[config.mk]
export PLATFORM = sky130hd
export DESIGN_NAME = ext_bus_ctrl
export DESIGN_NICKNAME = d
export VERILOG_FILES = /design/src/ext_bus_pkg.sv /design/src/ext_bus_ctrl.sv
export SDC_FILE = /design/constraint.sdc
export NUM_CORES = 1
export LEC_CHECK = 0
export BUFFER_PORTS_ARGS = -buffer_cell sky130_fd_sc_hd__buf_4
export CORE_AREA = 5 5 91 93
export CTS_CLUSTER_DIAMETER = 30
export CTS_CLUSTER_SIZE = 20
export DETAILED_ROUTE_END_ITERATION = 10
export DIE_AREA = 0 0 96 98
export PLACE_DENSITY = 0.79
export SLEW_MARGIN = 5
export SYNTH_ARGS = -nofsm -noshare
export SYNTH_HDL_FRONTEND = slang
export SYNTH_SLANG_ARGS = --single-unit
[constraint.sdc]
create_clock -name clk_sys_i -period 4.1 [get_ports clk_sys_i]
set_input_delay 0.41 -clock clk_sys_i [delete_from_list [all_inputs] [get_ports clk_sys_i]]
set_output_delay 0.41 -clock clk_sys_i [all_outputs]
set_load 0.005 [all_outputs]
[src/ext_bus_pkg.sv]
// Purpose: Shared constants and types for the expansion bus wait/decode block
// Assumes: 20-bit CPU address space, 8-bit data, one system clock
// Notes:   Register offsets are byte addresses in special function space
package ext_bus_pkg;
   localparam int          ADDR_W              = 20;
   localparam int          DATA_W              = 8;
   localparam logic [19:0] WAIT_CFG_ADDR       = 20'h0FFC7;
   localparam logic [19:0] MODE_REG_ADDR       = 20'h0FFC4;
   localparam logic [7:0]  WAIT_CFG_RESET      = 8'hAA;
   localparam logic [7:0]  MODE_REG_RESET      = 8'h20;
   localparam int          MODE_FAST_FETCH_BIT = 7;
   localparam int          MODE_TOP_BIT        = 3;
   localparam int          MODE_BOT_BIT        = 0;
   localparam logic [3:0]  MODE_SINGLE         = 4'h0;
   localparam logic [3:0]  MODE_256K           = 4'h8;
   localparam logic [3:0]  MODE_1M             = 4'h9;
   localparam logic [19:0] MASK_256K           = 20'h3FFFF;
   localparam logic [19:0] MASK_1M             = 20'hFFFFF;
   localparam logic [15:0] EXT_SFR_LO          = 16'hFFD0;
   localparam logic [15:0] EXT_SFR_HI          = 16'hFFDF;
   localparam logic [15:0] SFR_LO              = 16'hFF00;
   localparam logic [3:0]  RELOC_BANK0         = 4'h0;
   localparam logic [3:0]  RELOC_TOP           = 4'hF;
   localparam int          BASE_CYCLES         = 3;

   typedef enum logic [1:0] {
      WAIT_NONE = 2'b00,
      WAIT_ONE  = 2'b01,
      WAIT_TWO  = 2'b10,
      WAIT_EXT  = 2'b11
   } wait_sel_t;

   typedef struct packed {
      logic        rd;
      logic        wr;
      logic        fetch;
      logic [19:0] addr;
      logic [7:0]  wdata;
   } cpu_req_t;

   typedef enum logic [2:0] {
      ST_IDLE   = 3'b000,
      ST_ADDR   = 3'b001,
      ST_STROBE = 3'b010,
      ST_WAIT   = 3'b011,
      ST_END    = 3'b100,
      ST_INT    = 3'b101
   } bus_state_t;
endpackage : ext_bus_pkg

[src/ext_bus_ctrl.sv]
// Purpose: Wait insertion and internal/external decode for the expansion bus
// Assumes: One CPU request at a time, held until done_o; inputs synchronous
// Notes:   Access runs addr (1 clk), strobe (1 clk + waits), end (1 clk)
`default_nettype none
module ext_bus_ctrl
   import ext_bus_pkg::*;
#(
   parameter logic [19:0] ROM_TOP    = 20'h1FFFF,
   parameter logic [15:0] RAM_BASE   = 16'hDF00,
   parameter logic [19:0] PERI_LO    = 20'h00000,
   parameter logic [19:0] PERI_HI    = 20'h00000,
   parameter bit          PERI_EN    = 1'b0
) (
   input  wire logic        clk_sys_i,
   input  wire logic        rst_i,
   input  wire cpu_req_t    req_i,
   input  wire logic [3:0]  reloc_i,
   input  wire logic        reloc_we_i,
   input  wire logic        wait_n_i,
   output logic             done_o,
   output logic [7:0]       rdata_o,
   output logic             int_sel_o,
   output logic             addr_latch_strobe_o,
   output logic             rd_n_o,
   output logic             wr_n_o,
   output logic [19:0]      addr_o,
   output logic [7:0]       ad_o,
   output logic             ad_oe_o,
   input  wire logic [7:0]  ad_i
);
   // Refuse a RAM base that would swallow the register space
   if (RAM_BASE >= SFR_LO) begin : g_bad_ram_base
      $error("RAM_BASE must lie below register space");
   end

   // Internal resource decode; external register window always goes out
   function automatic logic is_internal(input logic [19:0] a,
                                        input logic [3:0] rb);
      logic in_bank;
      logic [15:0] lo;
      in_bank = (a[19:16] == rb);
      lo = a[15:0];
      if (in_bank && lo >= EXT_SFR_LO && lo <= EXT_SFR_HI)
         return 1'b0;
      if (in_bank && lo >= RAM_BASE) return 1'b1;
      return (a <= ROM_TOP);
   endfunction

   logic [7:0]  wait_cfg;
   logic [7:0]  mode_reg;
   logic [3:0]  reloc;
   bus_state_t  state;
   logic [1:0]  wcnt;
   logic [7:0]  rdata;
   logic        done;
   logic        addr_latch_strobe;
   logic        rd_n;
   logic        wr_n;
   logic [19:0] addr;
   logic [7:0]  ad;
   logic        ad_oe;
   logic [7:0]  next_wait_cfg;
   logic [7:0]  next_mode_reg;
   logic [3:0]  next_reloc;
   bus_state_t  next_state;
   logic [1:0]  next_wcnt;
   logic [7:0]  next_rdata;
   logic        next_done;
   logic        next_addr_latch_strobe;
   logic        next_rd_n;
   logic        next_wr_n;
   logic [19:0] next_addr;
   logic [7:0]  next_ad;
   logic        next_ad_oe;

   logic        active;
   logic        hit_wcfg;
   logic        hit_mode;
   logic        is_int;
   logic        is_rom;
   logic        is_peri;
   logic        use_waits;
   wait_sel_t   wsel;
   logic [19:0] amask;
   logic [3:0]  mode_sel;

   assign active   = (req_i.rd | req_i.wr) & ~done;
   assign hit_wcfg = (req_i.addr[15:0] == WAIT_CFG_ADDR[15:0]) &&
                     (req_i.addr[19:16] == reloc);
   assign hit_mode = (req_i.addr[15:0] == MODE_REG_ADDR[15:0]) &&
                     (req_i.addr[19:16] == reloc);
   assign is_int   = is_internal(req_i.addr, reloc);
   // RAM and registers of the mapped bank are never ROM, even below ROM_TOP
   assign is_rom   = (req_i.addr <= ROM_TOP) &&
                     !((req_i.addr[19:16] == reloc) &&
                       (req_i.addr[15:0] >= RAM_BASE));
   assign is_peri  = PERI_EN && req_i.addr >= PERI_LO &&
                     req_i.addr <= PERI_HI;
   assign wsel     = wait_sel_t'(wait_cfg[1:0]);
   assign mode_sel = {mode_reg[MODE_TOP_BIT], 2'b00, mode_reg[MODE_BOT_BIT]};
   // Slow ROM fetch borrows external timing but strobes stay idle
   assign use_waits = ~is_peri &&
                      (~is_int || (is_rom && !mode_reg[MODE_FAST_FETCH_BIT]));
   // Mask upper address bits unless in 1-Mbyte mode
   assign amask = (mode_sel == MODE_1M) ? MASK_1M : MASK_256K;

   // Next state of registers, bus pins and access sequencer
   always_comb begin
      next_wait_cfg = wait_cfg;
      next_mode_reg = mode_reg;
      next_reloc    = reloc;
      next_state    = state;
      next_wcnt     = wcnt;
      next_rdata    = rdata;
      next_done     = 1'b0;
      next_addr_latch_strobe     = 1'b0;
      next_rd_n     = 1'b1;
      next_wr_n     = 1'b1;
      next_addr     = addr;
      next_ad       = ad;
      next_ad_oe    = 1'b0;
      if (reloc_we_i && (reloc_i == RELOC_BANK0 || reloc_i == RELOC_TOP))
         next_reloc = reloc_i;
      unique case (state)
         ST_IDLE: begin
            if (active) begin
               if (is_int && !use_waits) begin
                  next_state = ST_INT;
               end else if (is_int) begin
                  // Slow ROM keeps the address phase so timing matches
                  next_state = ST_ADDR;
               end else begin
                  next_state = ST_ADDR;
                  next_addr_latch_strobe  = 1'b1;
                  next_addr  = req_i.addr & amask;
                  next_ad    = req_i.addr[7:0];
                  next_ad_oe = 1'b1;
               end
               next_wcnt = (wsel == WAIT_EXT) ? 2'd0 : wsel;
            end
         end
         ST_ADDR: begin
            next_state = ST_STROBE;
            next_rd_n  = is_int | ~req_i.rd;
            next_wr_n  = is_int | ~req_i.wr;
            next_ad    = is_int ? ad : req_i.wdata;
            next_ad_oe = ~is_int & req_i.wr;
         end
         ST_STROBE, ST_WAIT: begin
            next_rd_n  = is_int | ~req_i.rd;
            next_wr_n  = is_int | ~req_i.wr;
            next_ad_oe = ~is_int & req_i.wr;
            if (!use_waits) begin
               next_state = ST_END;
            end else if (wsel == WAIT_EXT) begin
               // Internal ROM under external wait never ends: reset only
               if (is_int || wait_n_i) next_state = is_int ? ST_WAIT : ST_END;
               else next_state = ST_WAIT;
            end else if (wcnt != 2'd0) begin
               next_wcnt  = wcnt - 2'd1;
               next_state = ST_WAIT;
            end else begin
               next_state = ST_END;
            end
            if (next_state == ST_END) begin
               next_rd_n  = 1'b1;
               next_wr_n  = 1'b1;
               next_ad_oe = 1'b0;
               next_rdata = is_int ? 8'h00 : ad_i;
               next_done  = 1'b1;
            end
         end
         ST_INT: begin
            next_state = ST_IDLE;
            next_done  = 1'b1;
            next_rdata = 8'h00;
            if (hit_wcfg) next_rdata = wait_cfg;
            if (hit_mode) next_rdata = mode_reg;
            if (req_i.wr && hit_wcfg) next_wait_cfg = req_i.wdata;
            if (req_i.wr && hit_mode) next_mode_reg = req_i.wdata;
         end
         ST_END: next_state = ST_IDLE;
         default: next_state = ST_IDLE;
      endcase
   end

   // Register all state; synchronous reset
   always_ff @(posedge clk_sys_i) begin
      if (rst_i) begin
         wait_cfg <= WAIT_CFG_RESET;
         mode_reg <= MODE_REG_RESET;
         reloc    <= RELOC_BANK0;
         state    <= ST_IDLE;
         wcnt     <= 2'd0;
         rdata    <= 8'h00;
         done     <= 1'b0;
         addr_latch_strobe     <= 1'b0;
         rd_n     <= 1'b1;
         wr_n     <= 1'b1;
         addr     <= 20'h00000;
         ad       <= 8'h00;
         ad_oe    <= 1'b0;
      end else begin
         wait_cfg <= next_wait_cfg;
         mode_reg <= next_mode_reg;
         reloc    <= next_reloc;
         state    <= next_state;
         wcnt     <= next_wcnt;
         rdata    <= next_rdata;
         done     <= next_done;
         addr_latch_strobe     <= next_addr_latch_strobe;
         rd_n     <= next_rd_n;
         wr_n     <= next_wr_n;
         addr     <= next_addr;
         ad       <= next_ad;
         ad_oe    <= next_ad_oe;
      end
   end

   assign done_o    = done;
   assign rdata_o   = rdata;
   assign int_sel_o = is_int;
   assign addr_latch_strobe_o    = addr_latch_strobe;
   assign rd_n_o    = rd_n;
   assign wr_n_o    = wr_n;
   assign addr_o    = addr;
   assign ad_o      = ad;
   assign ad_oe_o   = ad_oe;
endmodule // ext_bus_ctrl
`default_nettype wire

### Word-level counts from Yosys, hierarchy flattened

Index checks and enable logic that the tools add are counted.

* input bits: 47
* output and inout bits: 42
* bits in registers: 66
* logic and storage cells: 124

* reduce and logical (&&, ||, !) cells: 31
* magnitude comparators: 4
* $add $sub $neg: 1
* equality and inequality tests: 19
* mux-type cells: 44
* bitwise gates (word level): 12

Operators with widths (number)
* two-way mux 8 bit: 8
* == test 16 bit, second input constant: 2
* greater-or-equal comparator 16 bit, second input constant: 2
* case mux 8 bit (2 select lines): 2
* two-way mux 3 bit: 8
* bitwise AND 20 bit: 1
* less-or-equal comparator 20 x 17 -> 1 bit, second input constant: 1
* two-way mux 20 bit: 1
* less-or-equal comparator 16 bit, second input constant: 1
* inequality test 2 bit, second input constant: 8
* two-way mux 1 bit: 14
* logical AND 1 bit: 11
* two-way mux 2 bit: 5
* AND reduction 5 bit: 2
* case mux 3 bit (3 select lines): 1
* nonzero test 2 bit: 4
* == test 3 x 2 -> 1 bit, second input constant: 2
* == test 3 bit, second input constant: 2
* NOT 1 bit: 6
* case mux 1 bit (2 select lines): 3
* AND reduction 2 bit: 3
* == test 2 bit, second input constant: 2
* == test 4 bit: 1
* == test 4 bit, second input constant: 1
* 12 further kinds: 20

### Logic depth before layout (Yosys ltp)

Gate-level depths: netlist of run 1.

* depth after elaboration: 15
* mapped depth: 8
* mapped depth without buffers: 7

### Worst setup path after synthesis of run 1

No wires, ideal clock.

* path type: input to register
* start point: input req_i[24] in the netlist's numbering
* end point: register ad[0], in the netlist ad_o[0]
* path slack: 2.117 ns
* library setup time: 0.121 ns
* data required time: 3.979 ns
* arrival time: 1.862 ns
* stages on the path: 5
* cells stage by stage: xor2_1 > nand4bb_4 > o31a_1 > o211ai_4 > mux2_2

* word-level cells in the longest chain between the ends: 12
* elaborated cells on any way between the ends: 22

Ends and longest elaborated chain
* start, declared: RTL line ext_bus_ctrl.sv:16 `input wire cpu_req_t req_i,`
* parallel branches: the longest is 11 deep, another holds less-or-equal comparator 20 x 17 -> 1 bit
* AND reduction 5 bit (no line) (*)
* end signal, assigned: RTL line ext_bus_ctrl.sv:215 `ad <= next_ad;`
* end, declared: RTL line ext_bus_ctrl.sv:60 `logic [7:0] ad;`

Every way passes the cells marked *. The select of a mux whose other input is x is not followed.
A chain may end at the register's enable or synchronous reset.

### Worst setup path in the final report of run 1

* start point: register reloc[2]
* end point: output int_sel_o

* word-level cells in the longest chain between the ends: 6
* elaborated cells on any way between the ends: 10

Ends and longest elaborated chain
* start, declared: RTL line ext_bus_ctrl.sv:51 `logic [3:0] reloc;`
* start signal, assigned: RTL line ext_bus_ctrl.sv:206 `reloc <= next_reloc;`
* == test 4 bit (*): RTL line ext_bus_ctrl.sv:41 `in_bank = (a[19:16] == rb);`
* logical AND 1 bit: RTL line ext_bus_ctrl.sv:45 `if (in_bank && lo >= RAM_BASE) return 1'b1;`
* two-way mux 1 bit (2 in series): RTL line ext_bus_ctrl.sv:45
* two-way mux 1 bit: RTL line ext_bus_ctrl.sv:46 `return (a <= ROM_TOP);`
* two-way mux 1 bit (*): RTL line ext_bus_ctrl.sv:45
* end, declared: RTL line ext_bus_ctrl.sv:22 `output logic int_sel_o,`

Every way passes the cells marked *; elsewhere a longest branch is shown, timed or not. The select of a mux whose other input is x is not followed.

==> results of run 1 <==
[power groups by stage]
stage          sequential, µW  clock, µW  combinational, µW
4_1_cts                   739        550                441
2_1_floorplan             750          0                271
3_5_place_dp              753          0                441
3_3_place_gp              751          0                427
5_1_grt                   747        588                482
6_report                  739        546                442
[area by class of cell]
cell class	count	area, µm²	area share, %
clock buffer	10	137.6	3.168
multi-input combinational	307	2004	46.14
sequential	66	1321	30.41
inverter	6	22.52	0.5184
clock inverter	5	55.05	1.267
tap	102	127.6	2.938
timing repair buffer	90	675.6	15.55
[cells in the mapped netlist, drive strengths merged (2+ instances only)]
cell type,instances
a211o,2
a21oi,19
a22o,7
a31oi,8
a41oi,9
and2,5
and3,3
and4,4
buf,14
clkbuf,21
dfxtp,66
inv,6
mux2,9
mux2i,29
nand2,53
nand2b,2
nand3,35
nand4,4
nor2,16
nor2b,9
nor3,20
nor4,2
nor4b,4
o211ai,12
o21a,3
o21ai,22
o311ai,8
o31a,2
or2,2
xor2,3
[layer usage]
| layer | vias up | global-route usage (%) |
|---|---|---|
| li1 | 1657 | - |
| met1 | 1592 | 27.18 |
| met2 | 166 | 34.15 |
| met3 | 11 | 6.317 |
| met4 | 0 | 6.893 |
| met5 | - | 0 |
[final timing paths]
kind	startpoint	to	slack, ps
worst max-delay path	reloc[2]	int_sel_o	1160
worst min-delay path	req_i[22]	addr_o[14]	320
worst max register to register	state[1]	wait_cfg[3]	1330
worst min register to register	addr_o[4]	addr_o[4]	460
[placed cells by master, fill, tap and decap left out, types with 4 or more instances in the layout]
cell      instances
a22o_1            7
o311ai_0          8
a41oi_1           9
clkbuf_8         10
inv_1             6
and4_1            4
dfxtp_1          66
nand3_1          35
nand2_1          53
a21oi_1          19
nor2b_1           9
mux2i_1          29
o211ai_1         11
o21ai_0          20
nor3_1           20
nand4_1           4
nor2_1           16
mux2_2            9
a31oi_1           8
and2_1            5
buf_4            90
[cells by family (layout without fill, tap and decap cells)]
group	Yosys count	count (layout)	share of synthesized area [%]
AND/OR/NAND/NOR	166	166	25.08
AO/OA/AOI/OAI	98	98	19.27
flip-flops	66	66	37.62
buffers and inverters	41	111	5.308
multiplexers	38	38	11.15
XOR/XNOR	4	4	1.212
adder cells (fa/ha/maj)	1	1	0.3562
[metrics by stage]
stage | cells | utilization, % | hold slack, ps | cell area, µm² | power (µW)
finish | 586 | 58.33 | 323.7 | 4344 | 1727
global route | 586 | 58.33 | 323.5 | 4344 | 1817
CTS | 586 | 58.33 | 314.1 | 4344 | 1730
detailed placement | 571 | 55.75 | 454.9 | 4151 | 1193
global placement | 571 | 55.75 | 443.4 | 4151 | 1179
floorplan | 414 | - | 447.8 | 3512 | 1021
[worst max-delay path, delay by kind of cell, from the launching register on]
family | cells | cell delay [ps]
XOR/XNOR | 1 | 230
flip-flops | 1 | 340
buffers and inverters | 1 | 170
AND/OR/NAND/NOR | 3 | 1450
==> flow_summary.toml, run 1 <==
[run_status]
outcome = "complete, no violations"

[layout]
layout.nets = 528
drive_gt1_share_pct = 25.21
largest_reg_flops = 20
area_delta_synth_final_pct = 23.69
nFillCells = 711
diodes = 0

[timing]
skew_ps = 15.53
hold_viol = 0
slew_headroom_pct = 10.66
fmax_mhz = 340.4
tightest_slew_ps = 1328
finalCritPeriodShare_pct = 71.65
fin_tns_setup_ps = 0
slew_violations = 0
rsz0062_at_grt = "no"
worst_slack_ps = 1162
period_minus_slack_ps = 2938
setup_violations = 0

[placed_design]
detailedPlace.worstSlack_ps = 1142
place.gp.congestion = 0.8375
portBuffers = 87
hpwl_mm = 7.110

[pwr]
swShare_pct = 29.70
seqPwrFrac_pct = 42.8
ir_worst_vdd_mv = 0.2477
internal-power_uw = 1214
leakage_uw = 0.001743
comb_power_share_pct = 25.6
p_clk_share_pct = 31.6
power.density_mw_per_mm2 = 397.5
p_sw_uw = 512.9

[worst_setup_path]
critPathSlowestCell = "nor4b_4"
reg2regPathDepth = 5
crit_fanout = 15
start_kind = "flip-flop"
max_stage_delay_ps = 670
critPathCaptureType = "output pin"
cp.required_ps = 3690
cp_cell_sequence = "xor2_2 > nor4b_4 > and3_1 > nor2_1 > buf_4"
path_class = "flip-flop to output pin"
crit_arrival_ps = 2530

[run]
drv_cap = 0

[synth]
synthTopCellsByArea = "dfxtp_1 (38%), mux2i_1 (8.3%), nand2_1 (5.7%)"
netlist.area_leader.share_pct = 37.62
netlist_area_mm2 = 0.003512
synth.distinct_cells = 52
synth_area_per_cell_um2 = 8.483
syn_inst = 414
ys_seq_area_share_pct = 37.62
ys_seq_elements = 66
synth-main-ff-cell = "dfxtp_1"
syn_nets = 462
ys_warn_count = 0
async_flop_share_pct = 0
synth-edff-count = 0
synth_top_cell_by_area = "dfxtp_1"

[floorplan]
die-area_mm2 = 0.009408
ioPinCount = 89
std_cell_rows = 32
die_w_um = 96
die_h_um = 98
core-area_mm2 = 0.007447
start_util_pct = 47.16

[clocking]
htree_levels = 3
cts_buffers = 9
path_clk_slew_ps = 70
clk-insertion-delay-late_ps = 350
holdBufCountCts = 0
cts_tree = "done"
cts_buffer_depth = 2
numClockSinks = 66
cts_resized = 0
cts_setup_buffers = 0
clock-root-buffer = "clkbuf_8"

[route]
num_vias = 3426
dr.pass1.iters = 5
drtAntennaViolNets = 0
viasPerCell = 5.846
route.met2.wl_mm = 4.894
routed.top_layer = "met4"
drc = 0
wl_per_cell_um = 16.64
wl_mm = 9.749
dr_wl_met3_um = 764
first_iter_violations = 236
wl_met1_mm = 3.967

[global_routing]
grt_remaining_overflow = 0
grt_pass1_wl_mm = 15.99
grt_start_max_net_pins = 43
grt_pass1_vias = 3308
antenna_found_initial = 0
grt_usage_pct = 21.30

[hold_path]
min_path_cells = 3
hp-class = "primary input to flip-flop"
Note: power is estimated with default switching activity, not from simulation.
==> run 2: changes to the inputs <==
Clock period 4.1 ns to 2.8 ns, I/O delays scaled along.
==> run 2 against run 1 <==
Clock-buffer cell count unchanged. Global-route usage is 0.43 points higher. Critical path type is now flip-flop to flip-flop. Clock power is 80% higher. Worst hold slack worse by 140 ps. Via count is 1.8% higher. Power is 58% higher. Register-to-register slack worse by 1200 ps. Highest routed layer unchanged. Sequential share of layout area fell by 0.85 points. Sequential power rose by 46%. Routed wire length increased by 3.4%.
==> flow_summary.toml, run 2 (synthesis gave the netlist of run 1 again) <==
[layout]
fin_util_pct = 60.01
largest_reg_flops = 20
final_cell_mix = "buf_4 (100), dfxtp_1 (66), nand2_1 (53)"
diodes = 0
drive_gt1_share_pct = 26.67
layout.nets = 538
final_common_cell = "buf_4"
area_delta_synth_final_pct = 27.25

[timing]
worst_slack_ps = 151.6
finalCritPeriodShare_pct = 94.58
hold_viol = 0
rsz0062_at_grt = "no"
skew_ps = 7.332
slew_headroom_pct = 11.13
fin_tns_setup_ps = 0
period_minus_slack_ps = 2648
hold_ws_ps = 184.0
tightest_slew_ps = 1322
setup_violations = 0
slew_violations = 0
fmax_mhz = 377.6

[clocking]
cts_buffers = 9
htree_levels = 3
cts_tree = "done"
path_clk_slew_ps = 80
cts_buffer_depth = 2
numClockSinks = 66
clk-insertion-delay-late_ps = 350
cts_setup_buffers = 0
cts_resized = 0
clock-root-buffer = "clkbuf_8"
holdBufCountCts = 0

[run_status]
outcome = "complete, no violations"

[global_routing]
grt_start_max_net_pins = 41
grt_pass1_vias = 3299
grt_remaining_overflow = 0
grt_usage_pct = 21.74
grt_pass1_wl_mm = 16.27
antenna_found_initial = 0

[worst_setup_path]
critPathCaptureType = "flip-flop"
crit_arrival_ps = 2880
cp.required_ps = 3030
path_class = "flip-flop to flip-flop"
crit_fanout = 11
start_kind = "flip-flop"

[pwr]
internal-power_uw = 1953
p_sw_uw = 776.8
power.density_mw_per_mm2 = 610.7
p_clk_share_pct = 36.0
swShare_pct = 28.46
ir_worst_vdd_mv = 0.2805
seqPwrFrac_pct = 39.7
leakage_uw = 0.001816
comb_power_share_pct = 24.3

[floorplan]
die_h_um = 98
die-area_mm2 = 0.009408
std_cell_rows = 32
die_w_um = 96
ioPinCount = 89
core-area_mm2 = 0.007447
start_util_pct = 47.16

[route]
wl_mm = 10.08
dr.pass1.iters = 5
drtAntennaViolNets = 0
first_iter_violations = 231
viasPerCell = 5.843
wl_per_cell_um = 16.89
num_vias = 3488
drc = 0

[run]
drv_cap = 0

[placed_design]
place.gp.congestion = 0.8799
detailedPlace.worstSlack_ps = 114.6
portBuffers = 87
hpwl_mm = 7.304

[hold_path]
hp-class = "primary input to flip-flop"
-- run 2: path summary, 6_finish.rpt --
check,from,endpoint,slack (ps),cells after the start
max,reloc[3],rdata_o[2],150,5
min,req_i[23],addr_o[15],180,3
max reg2reg,reloc[3],rdata_o[2],150,5
min reg2reg,addr_o[4],addr_o[4],460,2
-- run 2: cell type report --
class / instances / area [µm²]
Fill cell: 683 / 2978
Multi-Input combinational cell: 307 / 2004
Sequential cell: 66 / 1321
Timing Repair Buffer: 100 / 750.7
Clock buffer: 10 / 127.6
Tap cell: 102 / 127.6
Clock inverter: 6 / 115.1
Inverter: 6 / 22.52
-- run 2: power groups by stage --
stage	Sequential, µW	Clock (µW)	Combinational (µW)
2_1_floorplan	1100	0	396
3_3_place_gp	1100	0	635
3_5_place_dp	1100	0	658
4_1_cts	1080	991	661
5_1_grt	1100	1040	718
6_report	1080	983	664
-- run 2: stage by stage --
step                instance area (µm²)  total power, µW  cells
global route                       4469             2855    597
floorplan                          3512             1495    414
detailed placement                 4227             1761    581
CTS                                4469             2735    597
global placement                   4227             1735    581
finish                             4469             2730    597
-- run 2: critical path, cell delays in order, from the launching register on --
cell	delay, ps
dfxtp_1	330
xnor2_1	310
nand4bb_4	180
o31ai_1	1100
o221a_2	490
a31oi_1	120
-- run 2: layer usage --
layer / global-route usage (%) / share of wire (%)
met5: 0 / 0
met2: 34.15 / 50
met4: 7.987 / 2.1
met1: 28.61 / 42
met3: 5.316 / 6.6
